--- src/aars_pkg.sv ---
// constants and types for the amplifier reset and start-up sequencer
package aars_pkg;
    // ==========================================
    // timing
    localparam int CLK_NS = 10;
    localparam int LOCK_US = 1000;
    localparam int PLL_US = 10000;
    localparam int LOCK_CYC = LOCK_US * 1000 / CLK_NS;
    localparam int PLL_CYC = PLL_US * 1000 / CLK_NS;
    // ==========================================
    // control bus address and register offsets
    localparam logic [7:0] DEV_ADDR = 8'h30;
    localparam logic [7:0] REG_PAGE = 8'h00;
    localparam logic [7:0] PAGE_0 = 8'h00;
    localparam logic [7:0] PAGE_1 = 8'h01;
    localparam logic [7:0] COEF_PAGE = 8'h2C;
    localparam logic [7:0] P0_SWRST = 8'h01;
    localparam logic [7:0] P0_CLKSEL = 8'h04;
    localparam logic [7:0] P0_PLL = 8'h05;
    localparam logic [7:0] P0_DAC_CLOCK_DIVIDER_N = 8'h0B;
    localparam logic [7:0] P0_DAC_CLOCK_DIVIDER_M = 8'h0C;
    localparam logic [7:0] P0_DAC_OVERSAMPLING_RATIO_HI = 8'h0D;
    localparam logic [7:0] P0_DAC_OVERSAMPLING_RATIO_LO = 8'h0E;
    localparam logic [7:0] P1_HPPWR = 8'h09;
    localparam logic [7:0] P1_CM = 8'h0A;
    localparam logic [7:0] P1_HPFLT = 8'h0B;
    localparam logic [7:0] P1_SPKPWR = 8'h2D;
    // ==========================================
    // field positions and encodings
    localparam int SWRST_BIT = 0;
    localparam int PLL_PWR_BIT = 7;
    localparam int DIV_PWR_BIT = 7;
    localparam int HP_PWR_BIT = 5;
    localparam int CM_BIT = 6;
    localparam int HPFLT_BIT = 0;
    localparam int SPK_PWR_BIT = 1;
    localparam logic [1:0] CLKSEL_PLL = 2'h3;
    // ==========================================
    // types
    typedef enum logic [2:0] {
        FSM_HOLD = 3'b001,
        FSM_INIT = 3'b010,
        FSM_RUN = 3'b100
    } aars_fsm_t;

    typedef struct packed {
        logic valid;
        logic [7:0] dev;
        logic [7:0] addr;
        logic [7:0] data;
    } aars_acc_t;

    typedef struct packed {
        logic lockout;
        logic procClkOn;
        logic pllLocked;
        logic hpOn;
        logic spkOn;
        logic hpFault;
        logic spkFault;
        logic cmLow;
        logic [7:0] page;
        logic [1:0] clkSel;
        logic [7:0] pllCfg;
        logic [7:0] dac_clock_divider_n;
        logic [7:0] dac_clock_divider_m;
        logic [9:0] dac_oversampling_ratio;
        logic [7:0] hpCtl;
        logic [7:0] spkCtl;
        logic ack;
        logic refused;
    } aars_stat_t;
endpackage

--- src/aars_reset_seq.sv ---
// reset, lockout and start-up sequencing core of the amplifier
`timescale 1ns/1ps
module aars_reset_seq #(
    parameter int LOCK_CYCLES = aars_pkg::LOCK_CYC,
    parameter int PLL_CYCLES = aars_pkg::PLL_CYC,
    parameter int COEF_DEPTH = 128
) (
    input wire logic clk,
    input wire logic resetn,
    input wire logic porOk,
    input wire logic rstPinN,
    input wire logic hpShort,
    input wire logic spkOvercurrent,
    input wire aars_pkg::aars_acc_t acc,
    output aars_pkg::aars_stat_t stat,
    output logic [7:0] rdData
);
    import aars_pkg::*;

    localparam int MAXC = (PLL_CYCLES > LOCK_CYCLES) ? PLL_CYCLES : LOCK_CYCLES;
    localparam int CW = $clog2(MAXC + 1);
    localparam int AW = $clog2(COEF_DEPTH);

    typedef struct packed {
        aars_fsm_t fsm;
        logic swRst;
        logic [CW-1:0] lockCnt;
        logic [CW-1:0] pllCnt;
        logic [AW-1:0] initIdx;
        logic initDone;
        aars_stat_t st;
    } aars_state_t;

    // everything powered down and locked out, as after any reset
    localparam aars_state_t S_RST = '{fsm: FSM_HOLD, st: '{lockout: 1'b1, default: '0},
        default: '0};

    aars_state_t s_reg;
    aars_state_t s_next;
    logic hit;
    logic isWr;
    logic isCoef;
    logic intRst;
    logic initWe;
    logic coefWe;
    logic coefRe;
    logic [7:0] coefMem [COEF_DEPTH];

    function automatic logic regHit(input logic wr, input logic [7:0] pg,
                                    input logic [7:0] curPg, input logic [7:0] ad,
                                    input logic [7:0] want);
        regHit = wr && curPg == pg && ad == want;
    endfunction

    // ==========================================
    // next state
    always_comb
    begin
        s_next = s_reg;
        s_next.st.ack = 1'b0;
        s_next.st.refused = 1'b0;
        s_next.swRst = 1'b0;
        initWe = 1'b0;
        coefWe = 1'b0;
        coefRe = 1'b0;
        intRst = !porOk || !rstPinN || s_reg.swRst;
        hit = acc.valid && acc.dev[7:1] == DEV_ADDR[7:1] && s_reg.fsm != FSM_HOLD;
        isWr = hit && !acc.dev[0];
        isCoef = hit && s_reg.st.page >= COEF_PAGE && acc.addr != REG_PAGE
            && {1'b0, acc.addr} < 9'(COEF_DEPTH);
        case (s_reg.fsm)
            FSM_HOLD:
            begin
                s_next.fsm = FSM_INIT;
            end
            FSM_INIT:
            begin
                // clear the coefficient buffer one word a cycle
                initWe = !s_reg.initDone;
                s_next.initIdx = AW'(s_reg.initIdx + 1'b1);
                if (s_reg.initIdx == AW'(COEF_DEPTH - 1))
                begin
                    s_next.initDone = 1'b1;
                end
                s_next.lockCnt = CW'(s_reg.lockCnt + 1'b1);
                if (s_reg.lockCnt == CW'(LOCK_CYCLES - 1))
                begin
                    s_next.fsm = FSM_RUN;
                    s_next.st.lockout = 1'b0;
                end
            end
            FSM_RUN:
            begin
                s_next.fsm = FSM_RUN;
            end
            default:
            begin
                s_next = S_RST;
            end
        endcase
        if (hit)
        begin
            s_next.st.ack = 1'b1;
        end
        if (isCoef)
        begin
            if (s_reg.st.lockout)
            begin
                s_next.st.refused = 1'b1;
            end
            else
            begin
                coefWe = isWr;
                coefRe = !isWr;
            end
        end
        else if (isWr && acc.addr == REG_PAGE)
        begin
            s_next.st.page = acc.data;
        end
        else if (isWr)
        begin
            if (regHit(1'b1, PAGE_0, s_reg.st.page, acc.addr, P0_SWRST))
            begin
                s_next.swRst = acc.data[SWRST_BIT];
            end
            if (regHit(1'b1, PAGE_0, s_reg.st.page, acc.addr, P0_CLKSEL))
            begin
                s_next.st.clkSel = acc.data[1:0];
            end
            if (regHit(1'b1, PAGE_0, s_reg.st.page, acc.addr, P0_PLL))
            begin
                s_next.st.pllCfg = acc.data;
            end
            // D7 gates the divider, D6-D0 the ratio
            if (regHit(1'b1, PAGE_0, s_reg.st.page, acc.addr, P0_DAC_CLOCK_DIVIDER_N))
            begin
                s_next.st.dac_clock_divider_n = acc.data;
            end
            if (regHit(1'b1, PAGE_0, s_reg.st.page, acc.addr, P0_DAC_CLOCK_DIVIDER_M))
            begin
                s_next.st.dac_clock_divider_m = acc.data;
            end
            if (regHit(1'b1, PAGE_0, s_reg.st.page, acc.addr, P0_DAC_OVERSAMPLING_RATIO_HI))
            begin
                s_next.st.dac_oversampling_ratio[9:8] = acc.data[1:0];
            end
            if (regHit(1'b1, PAGE_0, s_reg.st.page, acc.addr, P0_DAC_OVERSAMPLING_RATIO_LO))
            begin
                s_next.st.dac_oversampling_ratio[7:0] = acc.data;
            end
            if (regHit(1'b1, PAGE_1, s_reg.st.page, acc.addr, P1_HPPWR))
            begin
                s_next.st.hpCtl = acc.data;
                if (acc.data[HP_PWR_BIT])
                begin
                    s_next.st.hpFault = 1'b0;
                end
            end
            if (regHit(1'b1, PAGE_1, s_reg.st.page, acc.addr, P1_CM))
            begin
                s_next.st.cmLow = acc.data[CM_BIT];
            end
            if (regHit(1'b1, PAGE_1, s_reg.st.page, acc.addr, P1_SPKPWR))
            begin
                s_next.st.spkCtl = acc.data;
                if (acc.data[SPK_PWR_BIT])
                begin
                    s_next.st.spkFault = 1'b0;
                end
            end
        end
        // a fault in the same cycle as its clear stays latched
        if (hpShort)
        begin
            s_next.st.hpFault = 1'b1;
        end
        if (spkOvercurrent)
        begin
            s_next.st.spkFault = 1'b1;
        end
        // power-down only gates the stage; settings stay put
        s_next.st.hpOn = s_next.st.hpCtl[HP_PWR_BIT] && !s_next.st.hpFault;
        s_next.st.spkOn = s_next.st.spkCtl[SPK_PWR_BIT] && !s_next.st.spkFault;
        if (s_next.st.pllCfg[PLL_PWR_BIT] && s_next.st.clkSel == CLKSEL_PLL)
        begin
            if (!s_reg.st.pllLocked)
            begin
                s_next.pllCnt = CW'(s_reg.pllCnt + 1'b1);
                s_next.st.pllLocked = s_reg.pllCnt == CW'(PLL_CYCLES - 1);
            end
        end
        else
        begin
            s_next.pllCnt = '0;
            s_next.st.pllLocked = 1'b0;
        end
        s_next.st.procClkOn = s_next.st.clkSel != CLKSEL_PLL || s_next.st.pllLocked;
        if (intRst)
        begin
            s_next = S_RST;
        end
    end

    always_ff @(posedge clk or negedge resetn)
    begin
        if (!resetn)
        begin
            s_reg <= S_RST;
        end
        else
        begin
            s_reg <= s_next;
        end
    end

    // ==========================================
    // coefficient buffer, shared by all coefficient pages
    always_ff @(posedge clk)
    begin
        if (initWe)
        begin
            coefMem[s_reg.initIdx] <= 8'h00;
        end
        else if (coefWe)
        begin
            coefMem[acc.addr[AW-1:0]] <= acc.data;
        end
    end

    always_ff @(posedge clk or negedge resetn)
    begin
        if (!resetn)
        begin
            rdData <= 8'h00;
        end
        else if (coefRe)
        begin
            rdData <= coefMem[acc.addr[AW-1:0]];
        end
    end

    assign stat = s_reg.st;
endmodule // aars_reset_seq

--- config.mk ---
export PLATFORM = sky130hd
export DESIGN_NAME = aars_reset_seq
export DESIGN_NICKNAME = d
export VERILOG_FILES = /design/src/aars_pkg.sv /design/src/aars_reset_seq.sv
export SDC_FILE = /design/constraint.sdc
export NUM_CORES = 1
export LEC_CHECK = 0
export BUFFER_PORTS_ARGS = -buffer_cell sky130_fd_sc_hd__buf_2
export CAP_MARGIN = 20
export CORE_AREA = 5 5 286 288
export DETAILED_ROUTE_END_ITERATION = 6
export DIE_AREA = 0 0 291 293
export PLACE_DENSITY = 0.81
export SYNTH_ARGS = -nofsm -noshare
export SYNTH_HDL_FRONTEND = slang
export SYNTH_SLANG_ARGS = --single-unit
--- constraint.sdc ---
create_clock -name clk -period 9.66 [get_ports clk]
set_input_delay 0.483 -clock clk [delete_from_list [all_inputs] [get_ports clk]]
set_output_delay 0.483 -clock clk [all_outputs]
set_load 0.01 [all_outputs]
* Word-level counts from Yosys, hierarchy flattened
Memory sizes are Yosys's and may differ from the RTL's. A register that Yosys moved wholly into a read port is not among the register bits. Index checks and enable logic that the tools add are counted.
Word-level totals: logic and storage cells 148, memories kept 1, bits of input ports 31, output and inout port bits 78, register bits 122, RAM bits 1024
Operators by class: order comparisons 2, equal/unequal tests 25, reductions and logical operators 39, $add $sub $neg 3, mux-type cells 54
Memory list:
- coefMem | words 128, bits a word 8, rd ports 1, clocked after memory_dff 1, write ports 1, RTL line aars_reset_seq.sv:47 | logic [7:0] coefMem [COEF_DEPTH];
Operators with widths (count):
- two-way mux 122 bit | 1
- two-way mux 52 bit | 2
- two-way mux 68 bit | 1
- two-way mux 8 bit | 8
- two-way mux 63 bit | 1
- two-way mux 20 bit | 3
- == test 8 x 4 -> 1 bit, second input constant | 6
- adder 20 x 1 -> 20 bit, second input constant | 2
- one-hot mux 20 bit (2 select lines) | 1
- two-way mux 1 bit | 29
- == test 20 x 17 -> 1 bit, second input constant | 1
- == test 20 bit, second input constant | 1
- logical AND 1 bit | 20
- one-hot mux 9 bit (2 select lines) | 1
- == test 8 x 1 -> 1 bit, second input constant | 2
- == test 8 x 3 -> 1 bit, second input constant | 2
- logical NOT 8 bit | 2
- two-way mux 3 bit | 3
- one-hot mux 3 bit (3 select lines) | 1
- == test 8 x 6 -> 1 bit, second input constant | 1
- greater-or-equal comparator 8 x 6 -> 1 bit, second input constant | 1
- logical NOT 1 bit | 8
- < comparator 8 bit, second input constant | 1
- nonzero test 8 bit | 1
- other kinds (19) | 24

* Depth between registers and ports, before layout
depth in word-level cells 13, depth in mapped cells 12

* Least setup slack after synthesis
OpenSTA, ideal clock, no wires.
kind input-to-reg, from input acc[17] (netlist bit), to memory coefMem[0][5] (data pin), data required time 8.508 ns, path buffers 0, setup time 1.152 ns, cell stages on the path 4, setup slack 1.982 ns, data arrival time 6.526 ns, cell sequence or4b_4 -> nor4_1 -> nand3_1 -> nor3_1
On the way: cells in the longest elaborated chain, start to end 12, elaborated cells between the ends (all ways) 14, those cells by class 1 x eq/ne; 6 x mux; 7 x reduce/logical
RTL lines:
- from (decl) | RTL line aars_reset_seq.sv:14 | input wire aars_pkg::aars_acc_t acc,
- == test 7 x 5 -> 1 bit * | RTL line aars_reset_seq.sv:67 | hit = acc.valid && acc.dev[7:1] == DEV_ADDR[7:1] && s_reg.fsm != FSM_HOLD;
- logical AND 1 bit * (2 in series) | RTL line aars_reset_seq.sv:67
- logical AND 1 bit (2 in series) | RTL line aars_reset_seq.sv:69 | isCoef = hit && s_reg.st.page >= COEF_PAGE && acc.addr != REG_PAGE
- logical AND 1 bit | RTL line aars_reset_seq.sv:70 | && {1'b0, acc.addr} < 9'(COEF_DEPTH);
- two-way mux 1 bit * | RTL line aars_reset_seq.sv:105 | if (isCoef)
- two-way mux 1 bit * | RTL line aars_reset_seq.sv:225 | else if (coefWe)
- two-way mux 1 bit * | RTL line aars_reset_seq.sv:221 | if (initWe)
- two-way mux 1 bit (implied by the code) * | RTL line aars_reset_seq.sv:227 | coefMem[acc.addr[AW-1:0]] <= acc.data;
- OR reduction 8 bit (no source line) *
- two-way mux 8 bit (no source line) *
- to (decl) | RTL line aars_reset_seq.sv:47
Every way passes the cells marked *; elsewhere a longest branch is shown, timed or not.

* Worst setup path in the final report
from register s_reg[120] (netlist bit), to memory coefMem[49][0] (enable)
On the way: cells in the longest elaborated chain, start to end 11, elaborated cells between the ends (all ways) 18, those cells by class 2 x eq/ne; 10 x mux; 6 x reduce/logical
RTL lines:
- from (decl) | RTL line aars_reset_seq.sv:38 | aars_state_t s_reg;
- from (signal assigned) | RTL line aars_reset_seq.sv:213 | s_reg <= s_next;
- != test 3 x 1 -> 1 bit | RTL line aars_reset_seq.sv:67
- logical AND 1 bit | RTL line aars_reset_seq.sv:67
- logical AND 1 bit (2 in series) | RTL line aars_reset_seq.sv:69
- logical AND 1 bit | RTL line aars_reset_seq.sv:70
- two-way mux 1 bit | RTL line aars_reset_seq.sv:105
- two-way mux 1 bit | RTL line aars_reset_seq.sv:225
- two-way mux 1 bit | RTL line aars_reset_seq.sv:221
- two-way mux 1 bit (implied by the code) | RTL line aars_reset_seq.sv:227
- OR reduction 8 bit (no source line)
- two-way mux 7 bit (no source line) or two-way mux 1 bit (tied branches)
Several ways; a longest one is shown, not always the timed one.

==> results.yml <==
floorplan:
  placementRows: 103
  die_area_sq_um: 85300
  initial_util_pct: 59.7
  io_pins: 109
  die-width_um: 291
  fp.dieH_um: 293
  placeableCoreArea_sq_um: 78600
clock_tree:
  clock_latency_on_the_worst_skew_pair_ps: 700
  numCtsBuffers: 109
  ctsHoldBuffers: 3
  postcts_resize_cnt: 0
  htree_num_levels: 3
  tritoncts_clock_tree: "built"
  clock_tree.buffer_depth: 3
  post-cts-setup-buffer-count: 0
  cts.reportedPaths.clkPinSlew_ps: 60
  cts.root.buffer_cell: "sky130_fd_sc_hd__clkbuf_16"
  tritoncts_num_sinks: 1154
finish:
  final_layout_size_suffix_gt1_share_pct: 23.1
  layout.filler_cells: 4854
  design.final.nets: 2751
  post_layout_nonfiller_instances: 3866
  largest_register_ff_count: 1024
  fin_area_sq_um: 51800
  area_growth_syn_to_layout_pct: 10.2
  postLayoutCoreUtil_pct: 65.9
placed_design:
  detailedPlacementHpwl_mm: 69.2
  dpl_cell_area_sq_um: 48000
  place.gp.congestion: 0.919
  placement.io_buffers: 108
  placed_cells_incl_taps: 3649
timing:
  slew-limit-headroom_pct: 24.1
  count_of_endpoints_failing_setup_in_the_final_report: 0
  timing_max_transition_violations_final: 0
  worstMarginPinSlew_ps: 1140
  fin_setup_tns_ps: 0
  max_freq_mhz: 236
  grt_setup_unrepaired: "no"
  min_period_over_period_pct: 43.8
  hold_violations: 0
  finClkSkew_ps: 25.2
  fin_crit_ps: 4240
critical_path:
  cell_at_the_slowest_stage_of_the_critical_path: "sky130_fd_sc_hd__or4_1"
  timing_worst_setup_path_type: "register to register"
  worst-endpoint-required_ps: 9970
  critPathCaptureType: "register"
  timing.critical_path.buf_inv: 2
  setup.worst_path.start_class: "register"
  critPathMostFrequentCell: "sky130_fd_sc_hd__buf_4"
  worst_path_largest_cell_delay_ps: 710
  crit_path_cell_trace: "nor3b_1 -> buf_4 -> or4_1 -> nor4_4 -> buf_4 -> mux2i_1 -> nand2_2 -> nor2_1"
  worst_path_dominant_cell_family: "simple AND/OR/NAND/NOR gates"
  cp.arrival_ps: 4540
  cp_max_fo: 27
pwr:
  share_clk_of_total_power_pct: 43.4
  power_frac_seq_pct: 53.3
  p_sw_uw: 2080
  cellLeakagePower_uw: 0.0150
  power-per-cell-area_nw_per_um2: 194
  worst_ir_drop_vdd_v: 0.000130
  switching_share_pct: 20.7
  comb_power_share_pct: 3.3
  design_power_total_uw: 10100
  power.internal_uw: 7970
yosys:
  yosys_warnings: 0
  syn_nets: 2705
  synth_cells: 2671
  syn_area_sq_um: 47000
  yosysTopAreaCellShare_pct: 65.5
  syn_avg_cell_area_sq_um: 17.6
  synth_seq_cells: 1154
  synth-edff-count: 1024
  synth.yosys.seq_area_share_pct: 72.4
  synthMostInstantiatedCell: "sky130_fd_sc_hd__edfxtp_1"
  netlist_top_cells_area: "sky130_fd_sc_hd__edfxtp_1 65%, sky130_fd_sc_hd__mux4_2 12%, sky130_fd_sc_hd__dfrtp_1 6.8%"
  synth_cell_type_count: 80
  synth_top_cells_by_count: "1024 x sky130_fd_sc_hd__edfxtp_1, 246 x sky130_fd_sc_hd__mux4_2, 204 x sky130_fd_sc_hd__nor2_1"
  postSynth.asyncResetShare_pct: 11.3
  yosysTopAreaCell: "sky130_fd_sc_hd__edfxtp_1"
  dominantRegCellSynth: "sky130_fd_sc_hd__edfxtp_1"
grt:
  overflow: 0
  grt_usage_pct: 27.3
  first_global_vias: 26500
  largest_net_degree_at_the_start_of_global_routing: 110
  grt_antenna_before_repair: 7
  grt_pass1_wl_mm: 174
drt:
  via_count: 26500
  route.detailed.drc: 0
  dr_wl_met2_mm: 55.2
  detail_route.wirelength.met1_mm: 41.1
  ant_nets: 0
  routed_wirelength_mm: 117
  met3RoutedLength_mm: 14.6
  drt-initial-drc-count: 3662
  detailedRoute.firstPassIterationCount: 7
  wire_per_inst_um: 30.3
  topRoutingLayerUsed: "met5"
  route.detailed.vias_per_inst: 6.85
min_path:
  min-delay-path-class: "input port to register"
run_status:
  run_status: "finished, final reports clean"
run:
  maxCapViolations: 0
==> final cells by class <==
| type | count | area (sq um) | share of cell area (%) |
|---|---|---|---|
| diodes | 5 | 12.5 | 0.0242 |
| multi-input cells | 1292 | 11800 | 22.8 |
| clock inverters | 63 | 686 | 1.32 |
| clock buffers | 142 | 2980 | 5.75 |
| repair buffers | 155 | 967 | 1.87 |
| inverters | 5 | 18.8 | 0.0363 |
| flip-flops and latches | 1154 | 34000 | 65.7 |
| well taps | 1050 | 1310 | 2.54 |
==> logic make-up (layout without fill, tap and decap cells) <==
family	count (synthesis)	in the layout	synth area share, %
flops	1154	1154	72.4
simple gates	646	646	6.79
mux	326	326	13.6
compound gates	302	302	4.22
buf+inv	225	365	2.64
xor+xnor	15	15	0.280
fa+ha+maj	3	3	0.0799
other cells	0	5	0
==> worst reg2reg max path, cell delays in order (launching register included) <==
cell,delay [ps]
sky130_fd_sc_hd__dfrtp_1,510
sky130_fd_sc_hd__nor3b_1,90
sky130_fd_sc_hd__buf_4,170
sky130_fd_sc_hd__or4_1,710
sky130_fd_sc_hd__nor4_4,330
sky130_fd_sc_hd__buf_4,380
sky130_fd_sc_hd__mux2i_1,640
sky130_fd_sc_hd__nand2_2,330
sky130_fd_sc_hd__nor2_1,700
==> final timing paths <==
check	from	to	slack [ps]	cells past startpoint
worst max-delay path	s_reg[120]	coefMem[49][0]	5420	8
worst min-delay path	acc[22]	stat[1]	110	3
worst max register to register	s_reg[120]	coefMem[49][0]	5420	8
worst min register to register	s_reg[96]	s_reg[96]	510	1
max in group asynchronous	resetn	s_reg[119]	8310	4
min in group asynchronous	resetn	s_reg[92]	330	2
==> routing by layer <==
layer	vias to the layer above	GRT usage, %
met4	6	11.1
li1	10700	-
met5	-	0
met2	2091	42.9
met1	13300	37.4
met3	395	6.90
==> cell usage in the layout, fill, tap and decap left out, types with 39 or more instances in the layout <==
cell / count
sky130_fd_sc_hd__edfxtp_1: 1024
sky130_fd_sc_hd__clkbuf_16: 110
sky130_fd_sc_hd__buf_4: 39
sky130_fd_sc_hd__a22oi_1: 46
sky130_fd_sc_hd__nand2_1: 154
sky130_fd_sc_hd__mux4_2: 246
sky130_fd_sc_hd__nor2_1: 203
sky130_fd_sc_hd__mux2i_1: 53
sky130_fd_sc_hd__a21oi_1: 99
sky130_fd_sc_hd__buf_2: 105
sky130_fd_sc_hd__nand3_1: 85
sky130_fd_sc_hd__dfrtp_1: 128
==> power groups by stage <==
stage / clock network [uW] / registers [uW] / logic, uW
6_report: 4360 / 5360 / 329
5_1_grt: 4620 / 5360 / 342
4_1_cts: 4390 / 5360 / 321
3_5_place_dp: 0 / 5470 / 316
3_3_place_gp: 0 / 5470 / 312
2_1_floorplan: 0 / 5460 / 208
==> through the flow <==
| stage | hold slack, ps | setup WS, ps |
|---|---|---|
| detailed placement | 462 | 4820 |
| global route | 108 | 5270 |
| CTS | 81.6 | 5520 |
| floorplan | 187 | 1980 |
| global placement | 452 | 4870 |
| finish | 112 | 5420 |
Power figures use the tool's default switching activity.
